[src/design/sam_pkg.sv]
// Purpose: shared constants and carriers for the status and mode register bank
// Assumes: 16-bit host word, one 20 MHz clock
// Notes:   field positions, reset values and widths live here only
package sam_pkg;

  // ****************************************************************
  // word geometry
  // ****************************************************************
  localparam int unsigned DATA_W = 16;

  // ****************************************************************
  // status and mode word field positions
  // ****************************************************************
  localparam int unsigned BIT_TX_DIS_A  = 0;
  localparam int unsigned BIT_TX_DIS_B  = 1;
  localparam int unsigned BIT_RX_EN_A   = 2;
  localparam int unsigned BIT_RX_EN_B   = 3;
  localparam int unsigned BIT_TX_SYNC   = 4;
  localparam int unsigned BIT_BUS_SEL   = 5;
  localparam int unsigned BIT_UNUSED    = 6;
  localparam int unsigned BIT_STAT_A    = 7;   // first of ready, sync, idle, fault for bus A
  localparam int unsigned BIT_STAT_B    = 11;  // same group for bus B
  localparam int unsigned CFG_W         = 6;   // writable bits 0..5

  // ****************************************************************
  // reset values
  // ****************************************************************
  localparam logic [5:0]  CFG_RESET     = 6'h0C;  // both receivers enabled
  localparam logic [15:0] HOLD_RESET    = 16'h0000;

  // ****************************************************************
  // carriers
  // ****************************************************************
  // one decoder's report for a bus
  typedef struct packed {
    logic              valid;   // one-cycle pulse, good word decoded
    logic              start;   // one-cycle pulse, new word begins
    logic              active;  // level, traffic seen on the bus
    logic              err;     // one-cycle pulse, bad encoding
    logic              sync;    // sync of the decoded word, 1 = command
    logic [15:0]       word;
  } sam_rx_t;

  // status nibble of one bus, in field order
  typedef struct packed {
    logic fault;
    logic idle;
    logic sync;
    logic ready;
  } sam_stat_t;

  // word handed to the encoder
  typedef struct packed {
    logic              load;     // one-cycle pulse
    logic              bus_b;    // 0 = bus A, 1 = bus B
    logic              cmd_sync; // 1 = command sync, 0 = data sync
    logic [15:0]       word;
  } sam_tx_t;

endpackage

[src/design/sam_bank.sv]
// Purpose: status and mode register bank of a dual-bus smart transceiver
// Assumes: host pins synchronous to clock_i; encoder and decoders sit outside
// Notes:   the master reset pin acts like srst_i; transmit-ready bit reads 0 here
`timescale 1ns/1ps
`default_nettype none
module sam_bank (
  // clock and reset
  input  wire logic               clock_i,
  input  wire logic               srst_i,
  input  wire logic               master_reset_pin_i,
  // host strobed port
  input  wire logic               strb_n_i,
  input  wire logic               rd_wr_i,
  input  wire logic               reg_sel_i,
  input  wire logic [15:0]        data_i,
  output logic      [15:0]        data_o,
  output logic                    data_oe_n_o,
  // sync pin, two-way
  input  wire logic               sync_i,
  output logic                    sync_o,
  output logic                    sync_oe_n_o,
  // bus select pin
  input  wire logic               bus_select_pin_i,
  // decoder reports
  input  wire sam_pkg::sam_rx_t   rx_a_i,
  input  wire sam_pkg::sam_rx_t   rx_b_i,
  // encoder request and enables
  output sam_pkg::sam_tx_t        tx_o,
  output logic                    tx_enable_a_o,
  output logic                    tx_enable_b_o,
  // status pins
  output logic                    word_ready_a_o,
  output logic                    word_ready_b_o,
  output logic                    error_o
);
  import sam_pkg::*;

  // ****************************************************************
  // local signals
  // ****************************************************************
  logic                 rst;
  logic [CFG_W-1:0]     cfg_reg;
  logic                 wr_sam;
  logic                 wr_tx;
  logic                 rd_drive;
  logic                 rd_data_end;
  logic                 sel_b;
  logic                 cmd_sync;
  logic [15:0]          status_mode_word;
  logic [15:0]          rd_data_reg;
  logic                 rd_sync_reg;
  logic                 rd_sync_en_reg;
  logic [1:0]           read_clear;
  logic [1:0]           rx_enable;
  sam_stat_t            stat [2];
  logic [15:0]          hold [2];
  sam_rx_t              rx   [2];

  // master reset pulse does the same as the system reset
  assign rst = srst_i | master_reset_pin_i;

  // ****************************************************************
  // host strobe decoding
  // ****************************************************************
  sam_host_port u_port (
    .clock_i       (clock_i),
    .srst_i        (rst),
    .strb_n_i      (strb_n_i),
    .rd_wr_i       (rd_wr_i),
    .reg_sel_i     (reg_sel_i),
    .wr_sam_o      (wr_sam),
    .wr_tx_o       (wr_tx),
    .rd_drive_o    (rd_drive),
    .rd_data_end_o (rd_data_end)
  );

  // ****************************************************************
  // writable configuration bits
  // ****************************************************************
  // upper bits are status only, so a write simply never reaches them
  always_ff @(posedge clock_i) begin
    if (rst) begin
      cfg_reg <= CFG_RESET;
    end else if (wr_sam) begin
      cfg_reg <= data_i[CFG_W-1:0];
    end
  end

  // pin and bit ORed so either software or hardware may steer
  assign sel_b    = cfg_reg[BIT_BUS_SEL] | bus_select_pin_i;
  assign cmd_sync = cfg_reg[BIT_TX_SYNC] | sync_i;

  // ****************************************************************
  // per-bus receive status
  // ****************************************************************
  assign rx[0]        = rx_a_i;
  assign rx[1]        = rx_b_i;
  assign rx_enable[0] = cfg_reg[BIT_RX_EN_A];
  assign rx_enable[1] = cfg_reg[BIT_RX_EN_B];

  // read-clear goes only to the bus that the select picked
  assign read_clear[0] = rd_data_end & ~sel_b;
  assign read_clear[1] = rd_data_end & sel_b;

  genvar g;
  generate
    for (g = 0; g < 2; g++) begin : g_bus
      // hold word stays until the next good word replaces it
      sam_rx_status u_rx (
        .clock_i      (clock_i),
        .srst_i       (rst),
        .rx_enable_i  (rx_enable[g]),
        .read_clear_i (read_clear[g]),
        .rx_i         (rx[g]),
        .stat_o       (stat[g]),
        .hold_o       (hold[g])
      );
    end
  endgenerate

  // ****************************************************************
  // status and mode word assembly
  // ****************************************************************
  always_comb begin
    status_mode_word                            = 16'h0000;
    status_mode_word[CFG_W-1:0]                 = cfg_reg;
    status_mode_word[BIT_UNUSED]                = 1'b0;
    status_mode_word[BIT_STAT_A +: 4]           = stat[0];
    status_mode_word[BIT_STAT_B +: 4]           = stat[1];
  end

  // ****************************************************************
  // read data path
  // ****************************************************************
  // data comes from flops; register select picks word, else the hold of the chosen bus
  always_ff @(posedge clock_i) begin
    if (rst) begin
      rd_data_reg <= 16'h0000;
    end else if (reg_sel_i) begin
      rd_data_reg <= status_mode_word;
    end else if (sel_b) begin
      rd_data_reg <= hold[1];
    end else begin
      rd_data_reg <= hold[0];
    end
  end

  // sync pin carries the stored sync of the hold being read
  always_ff @(posedge clock_i) begin
    if (rst) begin
      rd_sync_reg    <= 1'b0;
      rd_sync_en_reg <= 1'b0;
    end else begin
      rd_sync_reg    <= sel_b ? stat[1].sync : stat[0].sync;
      rd_sync_en_reg <= ~reg_sel_i;
    end
  end

  // pins driven only while a read strobe is low; enables active low
  assign data_o      = rd_data_reg;
  assign data_oe_n_o = ~rd_drive;
  assign sync_o      = rd_sync_reg;
  assign sync_oe_n_o = ~(rd_drive & rd_sync_en_reg & ~reg_sel_i);

  // ****************************************************************
  // transmit request to the encoder
  // ****************************************************************
  // select and sync captured at the write so later pin changes do not matter
  always_ff @(posedge clock_i) begin
    if (rst) begin
      tx_o <= '0;
    end else begin
      tx_o.load <= wr_tx;
      if (wr_tx) begin
        tx_o.word     <= data_i;
        tx_o.bus_b    <= sel_b;
        tx_o.cmd_sync <= cmd_sync;
      end
    end
  end

  // disabled transmitter still accepts words; only its output is cut
  always_ff @(posedge clock_i) begin
    if (rst) begin
      tx_enable_a_o <= 1'b1;
      tx_enable_b_o <= 1'b1;
    end else begin
      tx_enable_a_o <= ~cfg_reg[BIT_TX_DIS_A];
      tx_enable_b_o <= ~cfg_reg[BIT_TX_DIS_B];
    end
  end

  // ****************************************************************
  // status pins
  // ****************************************************************
  assign word_ready_a_o = stat[0].ready;
  assign word_ready_b_o = stat[1].ready;
  assign error_o        = stat[0].fault | stat[1].fault;
endmodule // sam_bank
`default_nettype wire

[src/design/sam_host_port.sv]
// Purpose: decode host strobe cycles into one-cycle access events and a read drive level
// Assumes: strobe, direction and select are synchronous to clock_i
// Notes:   a cycle acts at the first low strobe sample; read-clear acts at release
`timescale 1ns/1ps
`default_nettype none
module sam_host_port (
  // clock and reset
  input  wire logic clock_i,
  input  wire logic srst_i,
  // host pins
  input  wire logic strb_n_i,
  input  wire logic rd_wr_i,
  input  wire logic reg_sel_i,
  // decoded events
  output logic      wr_sam_o,
  output logic      wr_tx_o,
  output logic      rd_drive_o,
  output logic      rd_data_end_o
);
  import sam_pkg::*;

  logic strb_low_reg;
  logic rd_wr_reg;
  logic reg_sel_reg;

  // ****************************************************************
  // strobe history
  // ****************************************************************
  // the cycle kind is frozen at the falling edge so a late pin change cannot retarget the clear
  always_ff @(posedge clock_i) begin
    if (srst_i) begin
      strb_low_reg <= 1'b0;
      rd_wr_reg    <= 1'b1;
      reg_sel_reg  <= 1'b0;
    end else begin
      strb_low_reg <= ~strb_n_i;
      if (~strb_n_i && ~strb_low_reg) begin
        rd_wr_reg   <= rd_wr_i;
        reg_sel_reg <= reg_sel_i;
      end
    end
  end

  // writes act on the first low sample
  assign wr_sam_o      = ~strb_n_i & ~strb_low_reg & ~rd_wr_i & reg_sel_i;
  assign wr_tx_o       = ~strb_n_i & ~strb_low_reg & ~rd_wr_i & ~reg_sel_i;
  // reads drive the pins for the whole low phase
  assign rd_drive_o    = ~strb_n_i & rd_wr_i;
  // data read ends when strobe returns high
  assign rd_data_end_o = strb_n_i & strb_low_reg & rd_wr_reg & ~reg_sel_reg;
endmodule // sam_host_port
`default_nettype wire

[src/design/sam_rx_status.sv]
// Purpose: receive hold word and status nibble for one bus
// Assumes: decoder pulses are one cycle wide
// Notes:   a new word always wins over a host read-clear in the same cycle
`timescale 1ns/1ps
`default_nettype none
module sam_rx_status (
  // clock and reset
  input  wire logic                clock_i,
  input  wire logic                srst_i,
  // control
  input  wire logic                rx_enable_i,
  input  wire logic                read_clear_i,
  // decoder report
  input  wire sam_pkg::sam_rx_t    rx_i,
  // state
  output sam_pkg::sam_stat_t       stat_o,
  output logic [15:0]              hold_o
);
  import sam_pkg::*;

  logic take_word;
  logic take_start;
  logic take_err;
  logic sync_reg;
  logic ready_reg;
  logic idle_reg;
  logic fault_reg;

  // disabled receiver sees nothing at all
  assign take_word  = rx_enable_i & rx_i.valid;
  assign take_start = rx_enable_i & rx_i.start;
  assign take_err   = rx_enable_i & rx_i.err;

  // ****************************************************************
  // hold word and last sync
  // ****************************************************************
  always_ff @(posedge clock_i) begin
    if (srst_i) begin
      hold_o   <= HOLD_RESET;
      sync_reg <= 1'b0;
    end else if (take_word) begin
      hold_o   <= rx_i.word;
      sync_reg <= rx_i.sync;
    end
  end

  // ****************************************************************
  // ready flag: set wins over both clears
  // ****************************************************************
  always_ff @(posedge clock_i) begin
    if (srst_i) begin
      ready_reg <= 1'b0;
    end else if (take_word) begin
      ready_reg <= 1'b1;
    end else if (read_clear_i || take_start) begin
      ready_reg <= 1'b0;
    end
  end

  // ****************************************************************
  // idle and fault
  // ****************************************************************
  // fault holds until the next word starts, so a host poll can still see it
  always_ff @(posedge clock_i) begin
    if (srst_i) begin
      idle_reg  <= 1'b0;
      fault_reg <= 1'b0;
    end else begin
      idle_reg <= ~(rx_enable_i & rx_i.active);
      if (take_err) begin
        fault_reg <= 1'b1;
      end else if (take_start) begin
        fault_reg <= 1'b0;
      end
    end
  end

  // one driver for the whole nibble, fields in status word order
  assign stat_o = {fault_reg, idle_reg, sync_reg, ready_reg};
endmodule // sam_rx_status
`default_nettype wire
[config.mk]
export PLATFORM = sky130hd
export DESIGN_NAME = sam_bank
export DESIGN_NICKNAME = d
export VERILOG_FILES = /design/src/design/sam_pkg.sv /design/src/design/sam_bank.sv /design/src/design/sam_host_port.sv /design/src/design/sam_rx_status.sv
export SDC_FILE = /design/constraint.sdc
export NUM_CORES = 1
export LEC_CHECK = 0
export BUFFER_PORTS_ARGS = -buffer_cell sky130_fd_sc_hd__buf_2
export CORE_ASPECT_RATIO = 0.9
export CORE_MARGIN = 2
export CORE_UTILIZATION = 53
export CTS_CLUSTER_DIAMETER = 40
export DETAILED_ROUTE_END_ITERATION = 12
export GPL_ROUTABILITY_DRIVEN = 0
export PLACE_DENSITY = 0.85
export SETUP_SLACK_MARGIN = 0.4
export SYNTH_ARGS = -nofsm -noshare
export SYNTH_HDL_FRONTEND = slang
export SYNTH_SLANG_ARGS = --single-unit
[constraint.sdc]
create_clock -name clock_i -period 2.66 [get_ports clock_i]
set_input_delay 0.266 -clock clock_i [delete_from_list [all_inputs] [get_ports clock_i]]
set_output_delay 0.266 -clock clock_i [all_outputs]
set_load 0.01 [all_outputs]
==> results.cfg, run 1 <==
[placement]
dp_hpwl_um = 5320
dp_worst_setup_slack_ns = 0.922
portBuffers = 108

[critical_path]
crit_path_start = u_port.strb_low_reg$_SDFF_PP0_
critical_path_arrival_ns = 1.86
end_kind = register
cpMostUsedCell = nor3_1
cpPeakStageDelay_ns = 0.82
worst_setup_path_start_kind = register
path_max_fanout = 18
path_cells = or4_1 > nor3_1 > nor3_1
crit_slowest_cell = or4_1
critPathRequiredTime_ns = 2.85
crit_type = register to register
rr_startpoint = u_port.strb_low_reg$_SDFF_PP0_
reg2reg_setup_slack_ns = 0.99

[floorplan]
die_x_um = 85.7
start_util_pct = 55.6
placementRows = 26
dieArea_um2 = 6640
fp.coreArea_um2 = 5730
boundaryPins = 109
die_h_um = 77.5

[finish]
areaGrowthSynthToFinish_pct = 22.2
antenna_cells = 0
final_layout_size_suffix_gt1_share_pct = 27.6
multi_input_area_um2 = 1290
largest-register = g_bus.u_rx.hold_o
fin_nets = 536
largest_reg_flops = 32
regArea_um2 = 1760
n_fill_cell = 492

[sta]
rsz0062_at_grt = no
period_minus_slack_ns = 1.67
period_share_pct = 62.8
fin_setup_tns_ns = 0
finalSetupViolCount = 0
finClkSkew_ns = 0.00415
setup_ws_ns = 0.989
max_freq_mhz = 598
slew_violations = 0
tightest_slew_ns = 1.05
hold_viol_final = 0
maxSlewHeadroom_pct = 30.0

[yosys]
synth_edf_count = 0
synth_area_leaders = dfxtp_1 (55%), nand2_1 (13%), a21oi_1 (11%)
yosys_warnings = 0
synth_cell_type_count = 30
synth_most_common_cell = nand2_1
synth_top_area_share_pct = 55.4
synth.cell_area_um2 = 3180
synthFlopType = dfxtp_1
avgSynthCellArea_um2 = 8.51
synthCells = 374
async_flop_share_pct = 0
synth-seq-cells = 88
synth_top_cell_by_area = dfxtp_1
synthTopCellsByCount = nand2_1 (109), dfxtp_1 (88), a21oi_1 (72), o21ai_0 (20), clkbuf_1 (17)
ys_seq_area_share_pct = 55.4
syn-num-nets = 440

[clock_network]
cts_setup_buffers = 0
htree_levels = 3
cts_inserted_buffers = 9
clock_latency_ns = 0.35
cts-root-buf = clkbuf_8
hold_buffers = 0
cts_tree = built
cts_resized = 0
clkSinkCount = 88
clkSlewWorstSetupHoldPaths_ns = 0.08
clock_path_buffers = 2

[pwr]
peakVddDrop_v = 0.000416
cellPowerDensity_nw_per_um2 = 637
leakagePower_nw = 1.68
power.total_w = 0.00248

[min_path]
worstHoldStart = rx_b_i[18]
min_path_type = primary input to register

[drt]
wl_per_cell_um = 14.5
routed_wl_um = 7910
drtIter0Drc = 154
ant_nets = 0
vias_per_cell = 5.40
dr.pass1.iters = 4
vias = 2936
drc = 0

[global_route]
grt_util_all_layers_pct = 23.7
antenna_found_initial = 0
busiest_layer = met2
overflow = 0
gr-usage-met2_pct = 36.4
grtUsageMet1_pct = 32.0
grt_pass1_wl_um = 12400
grtUsageMet3_pct = 5.32
grt_pass1_vias = 2636
grt_max_degree = 58

[run_status]
status = finished clean

[flow_run]
cap_violations = 0
-- cell usage in the layout (no fill, tap or decap), drive strengths merged, types with 3 or more instances in the layout --
cell and n:
nand3 5, nor2 13, mux2i 15, nor3 7
clkinv 3, a21oi 72, clkbuf 11, nand2 110
buf 111, o21ai 20, dfxtp 88
-- path summary, 6_finish.rpt --
| kind | to | cells after the start |
|---|---|---|
| worst max-delay path | tx_o[16]$_SDFFE_PP0P_ | 3 |
| worst min-delay path | g_bus[1].u_rx.idle_reg$_SDFF_PP0_ | 2 |
| worst min register to register | tx_enable_a_o$_SDFF_PP1_ | 1 |
| worst max register to register | tx_o[16]$_SDFFE_PP0P_ | 3 |
-- area by class of cell --
type	instances	share of cell area [%]
Clock buffer	11	3.64
Clock inverter	4	1.16
Inverter	1	0.0965
Multi-Input combinational cell	259	33.1
Sequential cell	88	45.3
Tap cell	70	2.25
Timing Repair Buffer	111	14.5
-- cells by family (layout without fill, tap and decap cells) --
family                 after synthesis  after routing  synth area share [%]
AOI/OAI and AO/OA                   99             99                  16.1
buffers and inverters               27            127                  4.40
DFF                                 88             88                  55.4
muxes                               15             15                  4.72
and+or+nand+nor                    145            145                  19.4
-- metrics by stage --
stage	cells	hold WS [ns]	utilization, %	area (um2)
floorplan	374	0.362	-	3180
global placement	529	0.388	64.7	3700
detailed placement	529	0.396	64.7	3700
CTS	544	0.0888	67.9	3890
global route	544	0.0950	67.9	3890
finish	544	0.0954	67.9	3890
-- worst max-delay path, delay by kind of cell (launching register included) --
kind          cells  cell delay (ns)
flops             1             0.39
simple gates      3             1.12
-- metal layers --
metal  wire [um]  part of all wire, %  vias to the layer above
met5           0                    0                        -
met4         210                  2.7                        0
met3         570                  7.2                       15
met2        3680                   47                      112
met1        3450                   44                     1365
li1            -                    -                     1444
-- power breakdown --
group / internal (W) / switching (W)
clock network: 0.000451 / 0.000440
registers: 0.00135 / 0.0000184
logic: 0.0000859 / 0.000131
Power figures use the tool's default switching activity.
==> run 2: changes to the inputs <==
- ABC_AREA: default -> 1
- CORE_UTILIZATION: 53 -> 50
- PLACE_DENSITY: 0.85 -> 0.8
- clock period: 2.66 -> 1.7 ns (I/O delays scaled with it)
==> results.cfg, run 2 <==
[run_status]
status = finished clean

[critical_path]
rr_startpoint = u_port.strb_low_reg$_SDFF_PP0_
reg2reg_depth = 4
worst_setup_path_start_kind = register
crit_type = register to primary output
critical_path_arrival_ns = 1.04
cpPeakStageDelay_ns = 0.33
path_cells = or2_4 > buf_6
reg2reg_setup_slack_ns = 0.49
r2r-end = tx_o[16]$_SDFFE_PP0P_
critPathRequiredTime_ns = 1.53
crit_slowest_cell = dfxtp_2
path_max_fanout = 3
end_kind = primary output

[yosys]
synth.cell_area_um2 = 3250
syn-num-nets = 483
synth_top_cell_by_area = dfxtp_1
synth-seq-cells = 88
synth_top_area_share_pct = 54.1
ys_seq_area_share_pct = 54.1
synth_cell_type_count = 23
synth_edf_count = 0
synthFlopType = dfxtp_1
synthCells = 417
synth_area_leaders = dfxtp_1 (54%), nor2_1 (10%), o21ai_0 (8.2%)
async_flop_share_pct = 0
synth_most_common_cell = dfxtp_1
synthTopCellsByCount = dfxtp_1 (88), nor2_1 (87), nand2_1 (58), o21ai_0 (53), a21oi_1 (28)
yosys_warnings = 0
avgSynthCellArea_um2 = 7.80

[placement]
dp_worst_setup_slack_ns = 0.242
portBuffers = 108
dp_hpwl_um = 5880
dpl_cell_area_um2 = 3850

[floorplan]
die_h_um = 80.5
boundaryPins = 109
die_x_um = 89.0
start_util_pct = 52.4
fp.coreArea_um2 = 6220
dieArea_um2 = 7170
placementRows = 27

[sta]
slew_violations = 0
setup_ws_ns = 0.487
max_freq_mhz = 824
finClkSkew_ns = 0.00594
period_minus_slack_ns = 1.21
rsz0062_at_grt = yes
finalSetupViolCount = 0
whs_ns = 0.0435
tightest_slew_ns = 0.693
maxSlewHeadroom_pct = 53.7
period_share_pct = 71.4
fin_setup_tns_ns = 0
hold_viol_final = 0

[min_path]
worstHoldStart = sync_i
hold_path_depth = 3
holdPathEnd = tx_o[16]$_SDFFE_PP0P_
min_path_type = primary input to register

[finish]
final_cell_mix = buf_2 (107), nor2_1 (87), dfxtp_1 (86), nand2_1 (57), o21ai_0 (53)
antenna_cells = 0
post-route-util_pct = 65.7
n_fill_cell = 582
final_common_cell = buf_2
largest_reg_flops = 32
fin_nets = 589
areaGrowthSynthToFinish_pct = 25.5
final_layout_size_suffix_gt1_share_pct = 28.2
multi_input_area_um2 = 1300
largest-register = g_bus.u_rx.hold_o
regArea_um2 = 1760
final_area_um2 = 4090

[clock_network]
clkSlewWorstSetupHoldPaths_ns = 0.08
clock_latency_ns = 0.35
clkSinkCount = 88
htree_levels = 3
hold_buffers = 0
cts_inserted_buffers = 9
clock_path_buffers = 2
cts_tree = built
cts-root-buf = clkbuf_8

[global_route]
grt_max_degree = 32
grt_pass1_wl_um = 13200
grt_pass1_vias = 2876
antenna_found_initial = 0
grt_util_all_layers_pct = 24.1
overflow = 0

[flow_run]
cap_violations = 0

[drt]
drtIter0Drc = 194
dr.pass1.iters = 5
drc = 0
wl_per_cell_um = 13.7
ant_nets = 0
routed_wl_um = 8420
vias_per_cell = 5.16
vias = 3176

[pwr]
peakVddDrop_v = 0.000434
cellPowerDensity_nw_per_um2 = 959
leakagePower_nw = 1.88
-- run 2: cell type report --
type / instances / area share (%)
inverter: 21 / 2.08
clock buffer: 14 / 4.23
multi-input combinational: 282 / 31.8
sequential: 88 / 43.2
timing repair buffer: 120 / 15.6
clock inverter: 2 / 0.306
tap: 87 / 2.66
timing repair inverter: 1 / 0.184
-- run 2: logic make-up (layout without fill, tap and decap cells) --
family                 after synthesis  after routing  share of synthesized area, %
DFF                                 88             88                          54.1
and+or+nand+nor                    188            188                          24.6
AOI/OAI and AO/OA                   94             94                          14.6
buffers and inverters               47            158                          6.69
-- run 2: routing by layer --
| metal | GRT usage, % | share of wire [%] | up-vias |
|---|---|---|---|
| met1 | 31.4 | 43 | 1436 |
| met3 | 6.58 | 7.5 | 14 |
| met2 | 38.5 | 48 | 144 |
| met4 | 8.06 | 1.7 | 0 |
| met5 | 0 | 0 | - |
| li1 | - | - | 1582 |
-- run 2: repair_timing --
| action | in CTS | in global routing |
|---|---|---|
| buffers inserted | 0 | 1 |
| gates cloned | 0 | 1 |
| resized for setup | 4 | 8 |
| hold endpoints to repair | 0 | 0 |
| pin swaps | 0 | 1 |
| endpoints found under the setup margin | 25 | 20 |
-- run 2: worst max path at each step --
stage	end	slack (ns)	cells after the start	start
floorplan	tx_o[13]$_SDFFE_PP0P_	0.68	5	u_port.strb_low_reg$_SDFF_PP0_
global placement	tx_o[16]$_SDFFE_PP0P_	0.32	4	u_port.strb_low_reg$_SDFF_PP0_
detailed placement	tx_o[16]$_SDFFE_PP0P_	0.24	4	u_port.strb_low_reg$_SDFF_PP0_
CTS	error_o	0.40	2	g_bus[0].u_rx.fault_reg$_SDFFE_PP0P_
global route	tx_o[0]$_SDFFE_PP0P_	0.36	4	u_port.strb_low_reg$_SDFF_PP0_
finish	error_o	0.49	2	g_bus[0].u_rx.fault_reg$_SDFFE_PP0P_
-- run 2: metrics by stage --
step | cells | total power [W]
after floorplan | 417 | 0.00243
after global placement | 597 | 0.00259
after detailed placement | 597 | 0.00260
after CTS | 613 | 0.00392
after global routing | 615 | 0.00407
final | 615 | 0.00392
-- run 2: power by group --
part | internal (W) | switching [W] | total [W] | leakage (nW)
Clock | 0.000651 | 0.000698 | 0.00135 | 0.0927
Sequential | 0.00213 | 0.0000318 | 0.00216 | 0.718
Combinational | 0.000157 | 0.000252 | 0.000410 | 1.07
Total | 0.00294 | 0.000982 | 0.00392 | 1.88
-- run 2: worst max-delay path, delay by kind of cell (launching register included) --
kind | cells | cell delay (ns)
flip-flops | 1 | 0.33
AND/OR/NAND/NOR | 1 | 0.24
buffers and inverters | 1 | 0.12
==> run 3: changes to the inputs <==
- ABC_AREA: 1 -> 0
- CORE_UTILIZATION: 50 -> 49
- PLACE_DENSITY: 0.8 -> 0.79
- clock period: 1.7 -> 1.2 ns (I/O delays scaled with it)
==> results.cfg, run 3 (synthesis gave the netlist of run 1 again) <==
[run_status]
status = finished, violations left
failed_checks = hold timing, setup timing

[sta]
hold_viol_final = 1
finClkSkew_ns = 0.00939
slew_violations = 0
maxSlewHeadroom_pct = 78.9
rsz0062_at_grt = yes
tightest_slew_ns = 0.317
period_share_pct = 108
setup_ws_ns = -0.101
finalSetupViolCount = 8
max_freq_mhz = 769
period_minus_slack_ns = 1.30
whs_ns = -0.00469

[clock_network]
htree_levels = 3
cts-root-buf = clkbuf_8
clkSlewWorstSetupHoldPaths_ns = 0.09
cts_inserted_buffers = 9
clkSinkCount = 88
cts_tree = built
clock_latency_ns = 0.37
clock_path_buffers = 2

[drt]
drtIter0Drc = 406
wl_per_cell_um = 21.1
dr.pass1.iters = 5
vias = 3748
vias_per_cell = 5.79
drc = 0
ant_nets = 0
routed_wl_um = 13600

[min_path]
worstHoldStart = rx_a_i[9]
min_path_type = primary input to register
hold_path_depth = 3
holdPathEnd = g_bus[0].u_rx.hold_o[9]$_SDFFE_PP0P_

[finish]
largest-register = g_bus.u_rx.hold_o
largest_reg_flops = 32
final_area_um2 = 5540
regArea_um2 = 1810
multi_input_area_um2 = 1790
post-route-util_pct = 89.2
final_cell_mix = buf_2 (81), nand2_1 (57), dfxtp_1 (55), buf_6 (43), dlygate4sd3_1 (42)
final_common_cell = buf_2
layoutNonFillerInstCount = 647
areaGrowthSynthToFinish_pct = 74.2
fin_nets = 621
final_layout_size_suffix_gt1_share_pct = 56.2
n_fill_cell = 285

[floorplan]
die_h_um = 80.4
start_util_pct = 51.2
fp.coreArea_um2 = 6220
dieArea_um2 = 7150
die_x_um = 88.9
placementRows = 27
boundaryPins = 109

[pwr]
leakagePower_nw = 2.30
cellPowerDensity_nw_per_um2 = 1150
peakVddDrop_v = 0.000895
power.total_w = 0.00638

[critical_path]
critPathRequiredTime_ns = 1.49
crit_family = simple AND/OR/NAND/NOR gates
rr_startpoint = u_port.strb_low_reg$_SDFF_PP0_
reg2reg_setup_slack_ns = -0.10
path_buf_inv = 2
r2r-end = cfg_reg[1]$_SDFFE_PP0P_
end_kind = register
path_max_fanout = 6
cpMostUsedCell = buf_6
crit_type = register to register
critical_path_arrival_ns = 1.59
path_cells = buf_6 > nor4b_4 > buf_6 > nand3_1 > o21ai_1
reg2reg_depth = 5
worst_setup_path_start_kind = register
cpPeakStageDelay_ns = 0.33
crit_slowest_cell = dfxtp_2

[global_route]
grt_max_degree = 32
grt_pass1_wl_um = 16700
grt_util_all_layers_pct = 31.4
antenna_found_initial = 0
overflow = 0
grt_pass1_vias = 3432

[placement]
dp.cells = 566
portBuffers = 108
dpl_cell_area_um2 = 3930
dp_hpwl_um = 5630
dp_worst_setup_slack_ns = -0.0849

[flow_run]
cap_violations = 0
run 3: changes by cell type in the layout (fill, tap and decap cells not counted), sizes merged, moves of 30 or more:
cell / delta
dlygate4sd3: +42
nand2: +50
o21ai: -43
a21oi: +44
nor2: -76
buf: +30
run 3: what timing repair did:
action / in CTS / in global routing
hold endpoints to repair: 44 / 1
resized for setup: 127 / 97
buffers inserted: 11 / 5
pin swaps: 48 / 36
gates cloned: 6 / 1
setup endpoints to repair: 125 / 126
hold buffers: 41 / 1
run 3: power by group:
part	switching [W]	leakage, nW	internal, W
Sequential	0.0000585	0.729	0.00300
Clock	0.00106	0.112	0.00127
Combinational	0.000512	1.46	0.000478
Total	0.00163	2.30	0.00475
run 3: cell type report:
type | instances | share of cell area (%)
tap | 87 | 1.96
clock buffer | 12 | 2.80
sequential | 88 | 32.6
multi-input combinational | 263 | 32.3
inverter | 1 | 0.0677
antenna | 1 | 0.0452
timing repair buffer | 192 | 29.1
clock inverter | 3 | 1.17
run 3: worst min-delay path: stages:
cell and delay, ns:
buf_2 0.11, nand2_2 0.06, a21oi_2 0.04
run 3: per-stage QoR:
stage          hold WS [ns]  setup TNS, ns
2_1_floorplan         0.216          -1.06
3_3_place_gp          0.306        -0.0881
3_5_place_dp          0.304         -0.281
4_1_cts            0.000327        -0.0234
5_1_grt             0.00494         -0.854
6_report           -0.00469         -0.387
run 3: how the worst max path moves through the flow:
stage	startpoint	end	cells past startpoint
after floorplan	u_port.strb_low_reg$_SDFF_PP0_	tx_o[7]$_SDFFE_PP0P_	5
after global placement	u_port.strb_low_reg$_SDFF_PP0_	tx_o[16]$_SDFFE_PP0P_	4
after detailed placement	u_port.strb_low_reg$_SDFF_PP0_	tx_o[16]$_SDFFE_PP0P_	4
after CTS	u_port.strb_low_reg$_SDFF_PP0_	tx_o[16]$_SDFFE_PP0P_	4
after global routing	u_port.strb_low_reg$_SDFF_PP0_	cfg_reg[1]$_SDFFE_PP0P_	5
final	u_port.strb_low_reg$_SDFF_PP0_	cfg_reg[1]$_SDFFE_PP0P_	5
run 3: layer usage:
layer / part of all wire, % / vias to the layer above / global-route usage [%]
li1: - / 1620 / -
met5: 0 / - / 0
met2: 49 / 280 / 52.3
met4: 6.4 / 0 / 17.2
met1: 35 / 1755 / 37.3
met3: 9.5 / 93 / 7.19
